[config.mk]
export PLATFORM = sky130hd
export DESIGN_NAME = gsf_regs
export DESIGN_NICKNAME = d
export VERILOG_FILES = /design/src/shared/gsf_pkg.sv /design/src/core/gsf_regs.sv /design/src/core/gsf_sync.sv
export SDC_FILE = /design/constraint.sdc
export NUM_CORES = 1
export LEC_CHECK = 0
export BUFFER_PORTS_ARGS = -buffer_cell sky130_fd_sc_hd__buf_2
export CAP_MARGIN = 20
export CORE_MARGIN = 2
export CORE_UTILIZATION = 45
export CTS_CLUSTER_DIAMETER = 40
export CTS_CLUSTER_SIZE = 25
export DETAILED_ROUTE_END_ITERATION = 10
export REMOVE_ABC_BUFFERS = 1
export SYNTH_ARGS = -nofsm -noshare
export SYNTH_HDL_FRONTEND = slang
export SYNTH_SLANG_ARGS = --single-unit
[constraint.sdc]
create_clock -name sys_clk_i -period 5.81 [get_ports sys_clk_i]
set_clock_uncertainty 0.2 [all_clocks]
set_input_delay 0.581 -clock sys_clk_i [delete_from_list [all_inputs] [get_ports sys_clk_i]]
set_output_delay 0.581 -clock sys_clk_i [all_outputs]
set_load 0.005 [all_outputs]
[src/shared/gsf_pkg.sv]
package gsf_pkg;

    // ------------------------------------------------------------------
    // Register map
    // ------------------------------------------------------------------
    localparam int unsigned ADDR_W           = 7;
    localparam logic [6:0]  ADDR_INT_FLAGS   = 7'h1D;
    localparam logic [6:0]  ADDR_TEMP_LO     = 7'h20;
    localparam logic [6:0]  ADDR_TEMP_HI     = 7'h21;
    localparam logic [6:0]  ADDR_FILL_LO     = 7'h22;
    localparam logic [6:0]  ADDR_FILL_HI     = 7'h23;
    localparam logic [6:0]  ADDR_READOUT     = 7'h24;
    localparam logic [6:0]  ADDR_RATE_SETUP  = 7'h42;

    // ------------------------------------------------------------------
    // Field layout and reset values
    // ------------------------------------------------------------------
    localparam int unsigned FLAG_FWM_BIT     = 6;
    localparam int unsigned FLAG_FFULL_BIT   = 5;
    localparam int unsigned FLAG_DRDY_BIT    = 4;
    localparam int unsigned CMD_RW_BIT       = 7;
    localparam int unsigned BWP_LSB          = 4;
    localparam int unsigned ODR_LSB          = 0;
    localparam logic [7:0]  RATE_SETUP_RESET = 8'h28;
    localparam logic [15:0] TEMP_RESET       = 16'h8000;
    localparam logic [15:0] TEMP_INVALID     = 16'h8000;
    localparam int unsigned FILL_W           = 11;
    localparam logic [10:0] FILL_RESET       = 11'h000;
    localparam int unsigned FRAME_LEN_W      = 6;
    localparam logic [7:0]  READOUT_EMPTY    = 8'h00;
    localparam logic [7:0]  UNMAPPED_READ    = 8'h00;

    // ------------------------------------------------------------------
    // Codes
    // ------------------------------------------------------------------
    localparam logic [1:0]  PMU_SUSPEND      = 2'h0;
    localparam logic [1:0]  PMU_NORMAL       = 2'h1;
    localparam logic [1:0]  PMU_FAST_START   = 2'h3;
    localparam logic        THERMAL_NORMAL   = 1'b1;
    localparam logic [3:0]  ODR_MIN_LEGAL    = 4'h6;
    localparam logic [3:0]  ODR_MAX_LEGAL    = 4'hD;
    localparam logic [1:0]  BWP_UNDEFINED    = 2'h3;
    localparam logic [7:0]  ERR_CODE_CONF    = 8'h01;
    localparam logic [7:0]  ERR_CODE_NONE    = 8'h00;

    // ------------------------------------------------------------------
    // Timing
    // ------------------------------------------------------------------
    localparam int unsigned CLK_HZ            = 100_000_000;
    localparam int unsigned TEMP_FAST_MS      = 10;
    localparam int unsigned TEMP_SLOW_MS      = 1280;
    localparam int unsigned ODR_REF_HZ        = 100;
    localparam int unsigned TEMP_FAST_CYCLES  = (CLK_HZ / 1000) * TEMP_FAST_MS;
    localparam int unsigned TEMP_SLOW_CYCLES  = (CLK_HZ / 1000) * TEMP_SLOW_MS;
    localparam int unsigned ODR_REF_CYCLES    = CLK_HZ / ODR_REF_HZ;

    typedef enum logic {SP_CMD, SP_DATA} gsf_spi_e;
    typedef enum logic [1:0] {TM_OFF, TM_FAST, TM_SLOW} gsf_temp_e;

endpackage

[src/core/gsf_regs.sv]
`timescale 1ns/1ps
module gsf_regs
    import gsf_pkg::*;
#(
    parameter int unsigned TEMP_FAST_CYC = TEMP_FAST_CYCLES,
    parameter int unsigned TEMP_SLOW_CYC = TEMP_SLOW_CYCLES,
    parameter int unsigned ODR_REF_CYC   = ODR_REF_CYCLES
)(
    input  wire logic                   sys_clk_i,
    input  wire logic                   srst_i,
    input  wire logic                   spi_sck_i,
    input  wire logic                   spi_csn_i,
    input  wire logic                   spi_mosi_i,
    output logic                        spi_miso_o,
    output logic                        spi_miso_oe_n_o,
    input  wire logic [1:0]             gyr_pmu_state_i,
    input  wire logic                   thermal_power_state_i,
    output logic                        temp_meas_req_o,
    input  wire logic                   temp_done_i,
    input  wire logic [15:0]            temp_raw_i,
    input  wire logic                   fwm_event_i,
    input  wire logic                   ffull_event_i,
    input  wire logic                   drdy_event_i,
    input  wire logic                   frame_written_i,
    input  wire logic [FRAME_LEN_W-1:0] frame_wr_len_i,
    input  wire logic                   fifo_reset_i,
    input  wire logic [FRAME_LEN_W-1:0] frame_rd_len_i,
    input  wire logic                   fifo_last_frame_i,
    input  wire logic [7:0]             fifo_rd_byte_i,
    output logic [FRAME_LEN_W-1:0]      fifo_rd_offset_o,
    output logic                        frame_pop_o,
    output logic [3:0]                  odr_code_o,
    output logic [1:0]                  bw_code_o,
    output logic                        sample_tick_o,
    output logic                        conf_error_o,
    output logic [7:0]                  err_code_o
);

    // ------------------------------------------------------------------
    // Serial port sampling
    // ------------------------------------------------------------------
    logic [2:0]             pins_s;
    logic                   csn_s;
    logic                   sck_s;
    logic                   mosi_s;
    logic                   sck_prev_q;
    logic                   csn_prev_q;

    // Chip select resets high so a reset never looks like a frame start.
    gsf_sync #(
        .W         (3),
        .RESET_VAL (3'h4)
    ) u_pin_sync (
        .sys_clk_i (sys_clk_i),
        .srst_i    (srst_i),
        .async_i   ({spi_csn_i, spi_sck_i, spi_mosi_i}),
        .sync_o    (pins_s)
    );

    assign csn_s  = pins_s[2];
    assign sck_s  = pins_s[1];
    assign mosi_s = pins_s[0];

    // Edge history is taken from the second synchroniser stage only.
    always_ff @(posedge sys_clk_i) begin
        if (srst_i) begin
            sck_prev_q <= 1'b0;
            csn_prev_q <= 1'b1;
        end else begin
            sck_prev_q <= sck_s;
            csn_prev_q <= csn_s;
        end
    end

    logic sck_rise;
    logic sck_fall;
    logic cs_end;

    // The host clock only counts while the device is selected.
    assign sck_rise = ~csn_s & sck_s & ~sck_prev_q;
    assign sck_fall = ~csn_s & ~sck_s & sck_prev_q;
    assign cs_end   = csn_s & ~csn_prev_q;

    // ------------------------------------------------------------------
    // Serial frame engine
    // ------------------------------------------------------------------
    gsf_spi_e   state_q;
    logic [2:0] bit_cnt_q;
    logic [6:0] rx_q;
    logic       rw_q;
    logic [6:0] addr_q;
    logic       load_q;
    logic [7:0] tx_q;
    logic [7:0] sh_q;
    logic       miso_q;
    logic       oe_n_q;
    logic [7:0] rd_mux;

    logic       byte_done;
    logic [7:0] rx_byte;
    logic       data_done;
    logic       wr_stb;
    logic       readout_adv;
    logic       at_readout;

    assign byte_done   = sck_rise & (bit_cnt_q == 3'h7);
    assign rx_byte     = {rx_q, mosi_s};
    assign data_done   = byte_done & (state_q == SP_DATA);
    assign wr_stb      = data_done & ~rw_q;
    assign at_readout  = (addr_q == ADDR_READOUT);
    assign readout_adv = data_done & rw_q & at_readout;

    // Bits are taken on rising host clock edges, most significant first.
    always_ff @(posedge sys_clk_i) begin
        if (srst_i || cs_end) begin
            bit_cnt_q <= 3'h0;
            rx_q      <= 7'h00;
        end else if (sck_rise) begin
            bit_cnt_q <= bit_cnt_q + 3'h1;
            rx_q      <= rx_byte[6:0];
        end
    end

    // First byte carries direction and address, then data follows.
    always_ff @(posedge sys_clk_i) begin
        if (srst_i || cs_end) begin
            state_q <= SP_CMD;
            rw_q    <= 1'b0;
            addr_q  <= 7'h00;
        end else if (byte_done) begin
            case (state_q)
                SP_CMD: begin
                    state_q <= SP_DATA;
                    rw_q    <= rx_byte[CMD_RW_BIT];
                    addr_q  <= rx_byte[6:0];
                end
                SP_DATA: begin
                    if (!at_readout) begin
                        addr_q <= addr_q + 7'h01;
                    end
                end
                default: begin
                    state_q <= SP_CMD;
                end
            endcase
        end
    end

    // The read byte is fetched one cycle after the byte boundary so the
    // readout offset has already moved; the next falling edge is far later.
    always_ff @(posedge sys_clk_i) begin
        if (srst_i) begin
            load_q <= 1'b0;
            tx_q   <= 8'h00;
        end else begin
            load_q <= byte_done & ((state_q == SP_CMD) ? rx_byte[CMD_RW_BIT] : rw_q);
            if (load_q) begin
                tx_q <= rd_mux;
            end
        end
    end

    // Output bits change on falling host clock edges.
    always_ff @(posedge sys_clk_i) begin
        if (srst_i) begin
            miso_q <= 1'b0;
            sh_q   <= 8'h00;
            oe_n_q <= 1'b1;
        end else begin
            oe_n_q <= csn_s;
            if (sck_fall && (state_q == SP_DATA) && rw_q) begin
                if (bit_cnt_q == 3'h0) begin
                    miso_q <= tx_q[7];
                    sh_q   <= {tx_q[6:0], 1'b0};
                end else begin
                    miso_q <= sh_q[7];
                    sh_q   <= {sh_q[6:0], 1'b0};
                end
            end
        end
    end

    assign spi_miso_o      = miso_q;
    assign spi_miso_oe_n_o = oe_n_q;

    // ------------------------------------------------------------------
    // Interrupt flags
    // ------------------------------------------------------------------
    logic [2:0] flags_q;
    logic [2:0] flag_set;
    logic [2:0] flag_clr;

    // Engines are gated by their enables upstream, so every event counts.
    assign flag_set = {fwm_event_i, ffull_event_i, drdy_event_i};
    assign flag_clr = wr_stb && (addr_q == ADDR_INT_FLAGS) ?
                      {rx_byte[FLAG_FWM_BIT], rx_byte[FLAG_FFULL_BIT], rx_byte[FLAG_DRDY_BIT]} : 3'h0;

    // Writing one clears a flag; an event in the same cycle wins.
    always_ff @(posedge sys_clk_i) begin
        if (srst_i) begin
            flags_q <= 3'h0;
        end else begin
            flags_q <= (flags_q & ~flag_clr) | flag_set;
        end
    end

    // ------------------------------------------------------------------
    // Temperature
    // ------------------------------------------------------------------
    gsf_temp_e   temp_mode;
    logic [31:0] fast_cnt_q;
    logic [31:0] slow_cnt_q;
    logic [15:0] temp_q;
    logic        req_q;
    logic        fast_tick;
    logic        slow_tick;

    // Mode follows the rate sensor and thermal unit power states.
    always_comb begin
        case (gyr_pmu_state_i)
            PMU_NORMAL:     temp_mode = TM_FAST;
            PMU_SUSPEND:    temp_mode = (thermal_power_state_i == THERMAL_NORMAL) ? TM_SLOW : TM_OFF;
            PMU_FAST_START: temp_mode = TM_SLOW;
            default:        temp_mode = TM_OFF;
        endcase
    end

    assign fast_tick = (fast_cnt_q == TEMP_FAST_CYC - 1);
    assign slow_tick = (slow_cnt_q == TEMP_SLOW_CYC - 1);

    // The slow grid runs free so slow updates stay on a fixed 1.28 s beat
    // instead of drifting with each power state change.
    always_ff @(posedge sys_clk_i) begin
        if (srst_i || slow_tick) begin
            slow_cnt_q <= 32'h0000_0000;
        end else begin
            slow_cnt_q <= slow_cnt_q + 32'h0000_0001;
        end
    end

    always_ff @(posedge sys_clk_i) begin
        if (srst_i || fast_tick || (temp_mode != TM_FAST)) begin
            fast_cnt_q <= 32'h0000_0000;
        end else begin
            fast_cnt_q <= fast_cnt_q + 32'h0000_0001;
        end
    end

    // Measurement requests and result capture; no measuring when off.
    always_ff @(posedge sys_clk_i) begin
        if (srst_i) begin
            req_q  <= 1'b0;
            temp_q <= TEMP_RESET;
        end else begin
            req_q <= (temp_mode == TM_FAST && fast_tick) || (temp_mode == TM_SLOW && slow_tick);
            if (temp_mode == TM_OFF) begin
                temp_q <= TEMP_INVALID;
            end else if (temp_done_i) begin
                temp_q <= temp_raw_i;
            end
        end
    end

    assign temp_meas_req_o = req_q;

    // ------------------------------------------------------------------
    // Queue readout and fill count
    // ------------------------------------------------------------------
    logic [FILL_W-1:0]      fill_q;
    logic [FILL_W:0]        fill_sum;
    logic [FILL_W-1:0]      fill_d;
    logic [FRAME_LEN_W-1:0] offset_q;
    logic                   pop_q;
    logic                   queue_empty;
    logic                   frame_end;

    assign queue_empty = (fill_q == FILL_RESET);
    assign frame_end   = readout_adv && !queue_empty &&
                         (offset_q + 1'b1 >= frame_rd_len_i);

    // Count moves by whole frames only and saturates at all ones instead of wrapping.
    assign fill_sum = {1'b0, fill_q}
                    + (frame_written_i ? {{(FILL_W+1-FRAME_LEN_W){1'b0}}, frame_wr_len_i} : '0)
                    - (frame_end ? {{(FILL_W+1-FRAME_LEN_W){1'b0}}, frame_rd_len_i} : '0);
    assign fill_d   = fill_sum[FILL_W] ? {FILL_W{1'b1}} : fill_sum[FILL_W-1:0];

    always_ff @(posedge sys_clk_i) begin
        if (srst_i || fifo_reset_i || (frame_end && fifo_last_frame_i)) begin
            fill_q <= FILL_RESET;
        end else begin
            fill_q <= fill_d;
        end
    end

    // Ending a burst mid-frame rewinds to the frame start for a resend.
    always_ff @(posedge sys_clk_i) begin
        if (srst_i || cs_end || fifo_reset_i) begin
            offset_q <= '0;
            pop_q    <= 1'b0;
        end else begin
            pop_q <= frame_end;
            if (frame_end) begin
                offset_q <= '0;
            end else if (readout_adv && !queue_empty) begin
                offset_q <= offset_q + 1'b1;
            end
        end
    end

    assign fifo_rd_offset_o = offset_q;
    assign frame_pop_o      = pop_q;

    // ------------------------------------------------------------------
    // Rate and bandwidth setup
    // ------------------------------------------------------------------
    logic [5:0]  setup_q;
    logic [3:0]  applied_odr_q;
    logic [31:0] odr_cnt_q;
    logic [31:0] odr_period;
    logic        tick_q;
    logic        err_q;
    logic [3:0]  odr_field;
    logic [1:0]  bwp_field;
    logic        setup_illegal;

    assign odr_field     = setup_q[ODR_LSB +: 4];
    assign bwp_field     = setup_q[BWP_LSB +: 2];
    assign setup_illegal = (odr_field < ODR_MIN_LEGAL) || (odr_field > ODR_MAX_LEGAL) ||
                           (bwp_field == BWP_UNDEFINED);

    // Only the six defined bits are stored.
    always_ff @(posedge sys_clk_i) begin
        if (srst_i) begin
            setup_q <= RATE_SETUP_RESET[5:0];
        end else if (wr_stb && (addr_q == ADDR_RATE_SETUP)) begin
            setup_q <= rx_byte[5:0];
        end
    end

    // An illegal setting keeps the last legal rate running and is flagged.
    always_ff @(posedge sys_clk_i) begin
        if (srst_i) begin
            applied_odr_q <= RATE_SETUP_RESET[3:0];
            err_q         <= 1'b0;
        end else begin
            err_q <= setup_illegal;
            if (!setup_illegal) begin
                applied_odr_q <= odr_field;
            end
        end
    end

    // Period is four reference periods at 25 Hz, halved per code step.
    assign odr_period = (ODR_REF_CYC * 4) >> (applied_odr_q - ODR_MIN_LEGAL);

    // The rate generator ignores the power state entirely.
    always_ff @(posedge sys_clk_i) begin
        if (srst_i) begin
            odr_cnt_q <= 32'h0000_0000;
            tick_q    <= 1'b0;
        end else begin
            tick_q <= (odr_cnt_q >= odr_period - 1);
            if (odr_cnt_q >= odr_period - 1) begin
                odr_cnt_q <= 32'h0000_0000;
            end else begin
                odr_cnt_q <= odr_cnt_q + 32'h0000_0001;
            end
        end
    end

    assign odr_code_o    = applied_odr_q;
    assign bw_code_o     = bwp_field;
    assign sample_tick_o = tick_q;
    assign conf_error_o  = err_q;
    assign err_code_o    = err_q ? ERR_CODE_CONF : ERR_CODE_NONE;

    // ------------------------------------------------------------------
    // Read data selection
    // ------------------------------------------------------------------
    logic [7:0] flags_byte;

    assign flags_byte = ({7'h00, flags_q[2]} << FLAG_FWM_BIT)
                      | ({7'h00, flags_q[1]} << FLAG_FFULL_BIT)
                      | ({7'h00, flags_q[0]} << FLAG_DRDY_BIT);

    // Unmapped addresses read zero; an empty queue returns a fixed byte.
    always_comb begin
        case (addr_q)
            ADDR_INT_FLAGS:  rd_mux = flags_byte;
            ADDR_TEMP_LO:    rd_mux = temp_q[7:0];
            ADDR_TEMP_HI:    rd_mux = temp_q[15:8];
            ADDR_FILL_LO:    rd_mux = fill_q[7:0];
            ADDR_FILL_HI:    rd_mux = {5'h00, fill_q[FILL_W-1:8]};
            ADDR_READOUT:    rd_mux = queue_empty ? READOUT_EMPTY : fifo_rd_byte_i;
            ADDR_RATE_SETUP: rd_mux = {2'h0, setup_q};
            default:         rd_mux = UNMAPPED_READ;
        endcase
    end

endmodule

[src/core/gsf_sync.sv]
`timescale 1ns/1ps
// Two-stage synchroniser for levels arriving from outside the clock domain.
module gsf_sync #(
    parameter int unsigned W         = 1,
    parameter logic [W-1:0] RESET_VAL = '0
)(
    input  wire logic         sys_clk_i,
    input  wire logic         srst_i,
    input  wire logic [W-1:0] async_i,
    output logic      [W-1:0] sync_o
);

    logic [W-1:0] meta_q;

    // The first stage feeds only the second stage, never any logic.
    always_ff @(posedge sys_clk_i) begin
        if (srst_i) begin
            meta_q <= RESET_VAL;
            sync_o <= RESET_VAL;
        end else begin
            meta_q <= async_i;
            sync_o <= meta_q;
        end
    end

endmodule

==> flow_metrics.tcl, run 1 <==
set metrics [dict create \
    ys_ff_latch 190 \
    cellLeakagePower_nw 4.66 \
    post_cts_buffers 0 \
    grt_pass1_vias 7895 \
    critPathArrivalTime_ns 5.34 \
    cpPeakStageDelay_ns 0.54 \
    routabilityCongestion 0.856 \
    overflow 0 \
    clkTransAtPathRegs_ns 0.08 \
    io_pins 77 \
    relSlewSlack_pct 42.6 \
    crit_buf_inv 1 \
    crit_family "compound AO/OA/AOI/OAI gates" \
    status "complete, no violations" \
    io_buffers 69 \
    power.density_nw_per_um2 283 \
    synthMostInstantiatedCell "nor2_1" \
    dr.pass1.iters 4 \
    clock_latency_ns 0.44 \
    die_h_um 157 \
    drv_cap 0 \
    worst_path_most_repeated_cell "a31oi_1" \
    syn2layout_area_growth_pct 11.3 \
    grt_use_total_pct 18.9 \
    die_x_um 157 \
    worst_r2r_startpoint "addr_q[2]" \
    place_ws_ns 0.750 \
    final_hold_viol_count 0 \
    die_area_sq_um 24700 \
    drtIter0Drc 499 \
    cts_max_level 4 \
    antenna_found_initial 0 \
    rsz0062_at_grt "false" \
    synth_area_sq_um 10600 \
    whs_path_depth 2 \
    cp_slowest_cell "nand4_1" \
    drt_wl_total_um 22700 \
    cp_num_cells 15 \
    drive_gt1_share_pct 11.2 \
    setup_viol 0 \
    syn_area_per_cell_sq_um 8.51 \
    crit_type "reg2reg" \
    vias_per_cell 5.19 \
    synth-edff-count 0 \
    drtAntennaViolNets 0 \
    ys_seq_area_share_pct 36.0 \
    numClockSinks 190 \
    layout.nets 1429 \
    wl_per_cell_um 14.0 \
    cts_tree "done" \
    grt_first_pass_wirelength_um 38400 \
    cts_resized 0 \
    async_flop_share_pct 0 \
    synth_flop_cell "dfxtp_1" \
    critPathMaxFanout 12 \
    core.rowCount 56 \
    period_share_pct 89.1 \
    final_core_util_pct 50.6 \
    numCtsBuffers 17 \
    drc 0 \
    synth_top_cell_area_share_pct 36.0 \
    clk_path_buf_depth 2 \
    hold_path_class "in2reg" \
    synth_top_cell_by_area "dfxtp_1" \
    worstMarginPinSlew_ns 0.860 \
    ys_top_cells_by_count "nor2_1, dfxtp_1, nand2_1, ha_1, xor2_1" \
    fmax_mhz 193 \
    n_antenna_cell 0 \
    dp_hpwl_um 16700 \
    synthesis.instances 1241 \
    finalMaxSlewViolations 0 \
    clockRootBuffer "clkbuf_16" \
    synth_area_leaders "dfxtp_1, ha_1, nor2_1, xor2_1, mux2i_1" \
    critPathCaptureType "register" \
    rr_worst_depth 15 \
    r2r_slack_ns 0.63 \
    start_util_pct 45.4 \
    setup.worst_path.start_class "register" \
    synthDistinctLibCells 68 \
    peakVddDrop_mv 0.194 \
    fin_ws_ns 0.632 \
    postCtsHoldBufs 0 \
    setup_tns_ns 0 \
    cp.required_ns 5.97 \
    min_from "spi_csn_i" \
    core_sq_um 23300 \
    fillers 2260 \
    synth_warnings 0 \
    num_vias 8462 \
    critical_path.startpoint "addr_q[2]" \
    grt_max_degree 50 \
    period_needed_ns 5.18 \
    worstPathCellList "nor2b_1, and4_1, o41a_1, nand4_1, nor3_1, fa_1, inv_1, ha_1, a21o_1, a21oi_1, o21ai_0, a31oi_1, nor3b_1, a211o_1, a31oi_1" \
]
per-stage QoR:
step | std cells | instance area (sq um) | hold WS [ns] | power (mW)
after floorplan | 1199 | 10300 | 0.189 | 2.03
final | 1630 | 11800 | 0.132 | 3.33
after global placement | 1598 | 11200 | 0.191 | 2.19
after detailed placement | 1598 | 11200 | 0.204 | 2.20
after CTS | 1630 | 11800 | 0.117 | 3.36
after global routing | 1630 | 11800 | 0.121 | 3.51
cells in the final DEF (no fill, tap or decap), types with 11 or more instances in the layout:
| cell type | n |
|---|---|
| conb_1 | 17 |
| a22oi_1 | 14 |
| nand3_1 | 64 |
| mux2i_1 | 43 |
| xnor2_1 | 44 |
| clkbuf_16 | 17 |
| inv_1 | 58 |
| xor2_1 | 69 |
| nor2b_1 | 16 |
| o21ai_0 | 33 |
| a21oi_1 | 47 |
| a21o_1 | 11 |
| buf_4 | 11 |
| a221oi_1 | 11 |
| nor3_1 | 23 |
| nand2_1 | 84 |
| a211oi_1 | 17 |
| and3_1 | 29 |
| buf_2 | 69 |
| ha_1 | 74 |
| nor2_1 | 197 |
| dfxtp_1 | 190 |
| nand4_1 | 24 |
report_power, final:
group	internal (mW)	total, mW	switching, mW
clock	0.582	1.16	0.582
combinational	0.320	0.766	0.446
sequential	1.35	1.40	0.0476
metal layers:
layer	vias up	track usage [%]	wire, um
met2	123	30.2	10200
met3	26	3.11	587
met4	0	5.02	341
met5	-	0	0
met1	3920	26.6	11600
li1	4393	-	-
area by class of cell:
cell class              count  area (sq um)  share of cell area [%]
multi-input cells         951          6320                    53.8
flip-flops and latches    190          3800                    32.3
repair buffers             80           428                    3.64
clock buffers              17           425                    3.62
well taps                 319           399                    3.39
inverters                  58           218                    1.85
clock inverters            15           163                    1.38
flip-flops by register name, summed over array words and instances (netlist names), 3 cells and up:
register,count
addr_q,7
bit_cnt_q,3
fast_cnt_q,32
fifo_rd_offset_o,6
fill_q,11
flags_q,3
odr_cnt_q,32
odr_code_o,4
rx_q,7
setup_q,6
sh_q,7
slow_cnt_q,32
temp_q,16
tx_q,8
u_pin_sync.meta_q,3
u_pin_sync.sync_o,3
final timing paths:
kind | to
max | fill_q[10]
min | u_pin_sync.meta_q[2]
max reg2reg | fill_q[10]
min reg2reg | u_pin_sync.sync_o[2]
kinds of logic after synthesis:
| family | after synthesis | share of synthesized area, % |
|---|---|---|
| mux | 47 | 4.64 |
| flops | 190 | 36.0 |
| xor+xnor | 113 | 9.37 |
| simple gates | 513 | 23.6 |
| other cells | 2 | 0.0711 |
| fa+ha+maj | 80 | 9.90 |
| buf+inv | 115 | 4.83 |
| compound gates | 181 | 11.6 |
No activity file was read; power rests on OpenSTA's default activity.
==> run 2, diff against run 1 <==
Settings changed: BUFFER_PORTS_ARGS -buffer_cell sky130_fd_sc_hd__buf_2 to -buffer_cell sky130_fd_sc_hd__clkbuf_2.
==> run 2 against run 1 <==
- worst setup slack worse by 0.012 ns
- non-clock buffer count is 3 lower
- first-iteration DRC count is 11% higher
- die area stayed put
- core utilization is 0.20 points lower
- cell count is 0.37% lower
- sequential share of layout area is 0.13 points higher
- routed wire length is 3.1% higher
- maximum frequency is 0.23% lower
- worst hold slack worse by 0.0046 ns
- clock power hardly changed
- critical path type unchanged
- highest routed layer unchanged
==> flow_metrics.tcl, run 2 (synthesized netlist as in run 1, its figures left out) <==
set metrics [dict create \
    rr_worst_depth 15 \
    grt_use_total_pct 19.8 \
    cellLeakagePower_nw 4.63 \
    dp_hpwl_um 17200 \
    placed_area_sq_um 11100 \
    place_ws_ns 0.501 \
    status "complete, no violations" \
    clock_latency_ns 0.43 \
    cts_tree "done" \
    setup_viol 0 \
    core.rowCount 56 \
    routed.top_layer "met4" \
    io_buffers 69 \
    drtIter0Drc 553 \
    clk_path_buf_depth 2 \
    fillers 2285 \
    combPwrFrac_pct 22.9 \
    n_antenna_cell 0 \
    finalMaxSlewViolations 0 \
    grt_first_pass_wirelength_um 39700 \
    multi_input_area_sq_um 6320 \
    wl_per_cell_um 14.4 \
    swShare_pct 30.6 \
    worstMarginPinSlew_ns 0.814 \
    clockRootBuffer "clkbuf_16" \
    hold_end "u_pin_sync.meta_q[2]" \
    layout.nets 1426 \
    routabilityCongestion 0.844 \
    final_common_cell "nor2_1" \
    die_h_um 157 \
    drt_wl_total_um 23400 \
    die_area_sq_um 24700 \
    drive_gt1_share_pct 10.7 \
    r2r_slack_ns 0.62 \
    clkPwrFrac_pct 35.0 \
    wl_met2_um 11000 \
    relSlewSlack_pct 45.2 \
    power.density_nw_per_um2 284 \
    grt_pass1_vias 8036 \
    die_x_um 157 \
    min_from "spi_csn_i" \
    hold_path_class "in2reg" \
    whs_path_depth 2 \
    rsz0062_at_grt "false" \
    met3_length_um 678 \
    cts_max_level 4 \
    power_mw 3.32 \
    reg2reg_to "fill_q[0]" \
    fin_ws_ns 0.620 \
    peakVddDrop_mv 0.202 \
    crit_type "reg2reg" \
    seqPwrFrac_pct 42.1 \
    drtAntennaViolNets 0 \
    critPathArrivalTime_ns 5.36 \
    overflow 0 \
    p_int_mw 2.31 \
    fmax_mhz 193 \
    wl_met1_um 11500 \
    num_vias 8510 \
    critPathCaptureType "register" \
    vias_per_cell 5.24 \
    grt_max_degree 41 \
    top_regs "fast_cnt_q (32), odr_cnt_q (32), slow_cnt_q (32)" \
    critPathMaxFanout 12 \
    final_core_util_pct 50.4 \
    antenna_found_initial 0 \
    worst_r2r_startpoint "addr_q[2]" \
    setup_tns_ns 0 \
    numClockSinks 190 \
    final_hold_viol_count 0 \
    start_util_pct 45.4 \
    setup.worst_path.start_class "register" \
    clkTransAtPathRegs_ns 0.07 \
    final-seq-area_sq_um 3800 \
    cp.required_ns 5.98 \
    dr.pass1.iters 5 \
    period_needed_ns 5.19 \
    drv_cap 0 \
    core_sq_um 23300 \
    numCtsBuffers 17 \
    design_area_sq_um 11700 \
    period_share_pct 89.3 \
    drc 0 \
    layout_common_cells "nor2_1, dfxtp_1, nand2_1" \
    syn2layout_area_growth_pct 10.9 \
    io_pins 77 \
    p_sw_mw 1.02 \
]
run 2: changes by cell type in the layout (fill, tap and decap cells not counted), moves of 2 or more:
cell / before / now
clkinv_2: 0 / 2
inv_8: 4 / 2
clkbuf_2: 0 / 69
inv_12: 2 / 0
inv_6: 4 / 2
bufinv_16: 0 / 2
buf_4: 11 / 8
buf_2: 69 / 0
run 2: what timing repair did:
action / in CTS / in global routing
hold buffers: 0 / 0
endpoints found under the hold margin: 0 / 0
resized for setup: 0 / 1
setup endpoints to repair: 0 / 1
setup buffers: 0 / 0
run 2: worst max-delay path: stages (launching register included):
cell and delay [ns]:
dfxtp_1 0.50, nor2b_1 0.21, and4_1 0.33, o41a_1 0.46
nand4_1 0.53, nor3_1 0.45, fa_1 0.46, inv_1 0.06
ha_1 0.27, a21o_1 0.19, a21oi_1 0.12, o21ai_0 0.19
a31oi_1 0.35, nor3b_1 0.09, a211o_1 0.49, a21oi_2 0.21
run 2: worst max-delay path by stage:
stage             startpoint       endpoint  slack, ns
2_1_floorplan  odr_code_o[1]  odr_cnt_q[10]       0.29
3_3_place_gp   odr_code_o[1]  odr_cnt_q[25]       0.64
3_5_place_dp   odr_code_o[1]  odr_cnt_q[24]       0.50
4_1_cts        odr_code_o[1]   odr_cnt_q[2]       0.50
5_1_grt            addr_q[2]     fill_q[10]       0.11
6_report           addr_q[2]      fill_q[0]       0.62
run 2: area by class of cell:
| cell class | count | area share [%] |
|---|---|---|
| Timing Repair Buffer | 77 | 3.46 |
| Multi-Input combinational cell | 951 | 54.0 |
| Clock buffer | 18 | 3.66 |
| Sequential cell | 190 | 32.5 |
| Clock inverter | 11 | 1.16 |
| Inverter | 58 | 1.86 |
| Tap cell | 319 | 3.41 |
run 2: power groups by stage:
stage	clock network (mW)	logic [mW]	registers, mW
final	1.16	0.760	1.40
after floorplan	0	0.614	1.41
after global placement	0	0.753	1.43
after detailed placement	0	0.765	1.43
after CTS	1.19	0.767	1.40
after global routing	1.25	0.859	1.41
run 2: through the flow:
step,cells,hold slack [ns]
6_report,1624,0.127
5_1_grt,1624,0.125
4_1_cts,1624,0.115
3_5_place_dp,1595,0.212
3_3_place_gp,1595,0.203
2_1_floorplan,1199,0.189
run 2: per-layer routing:
layer | track usage [%] | vias up
li1 | - | 4388
met1 | 26.7 | 3980
met2 | 32.8 | 123
met3 | 3.58 | 19
met4 | 4.98 | 0
met5 | 0 | -
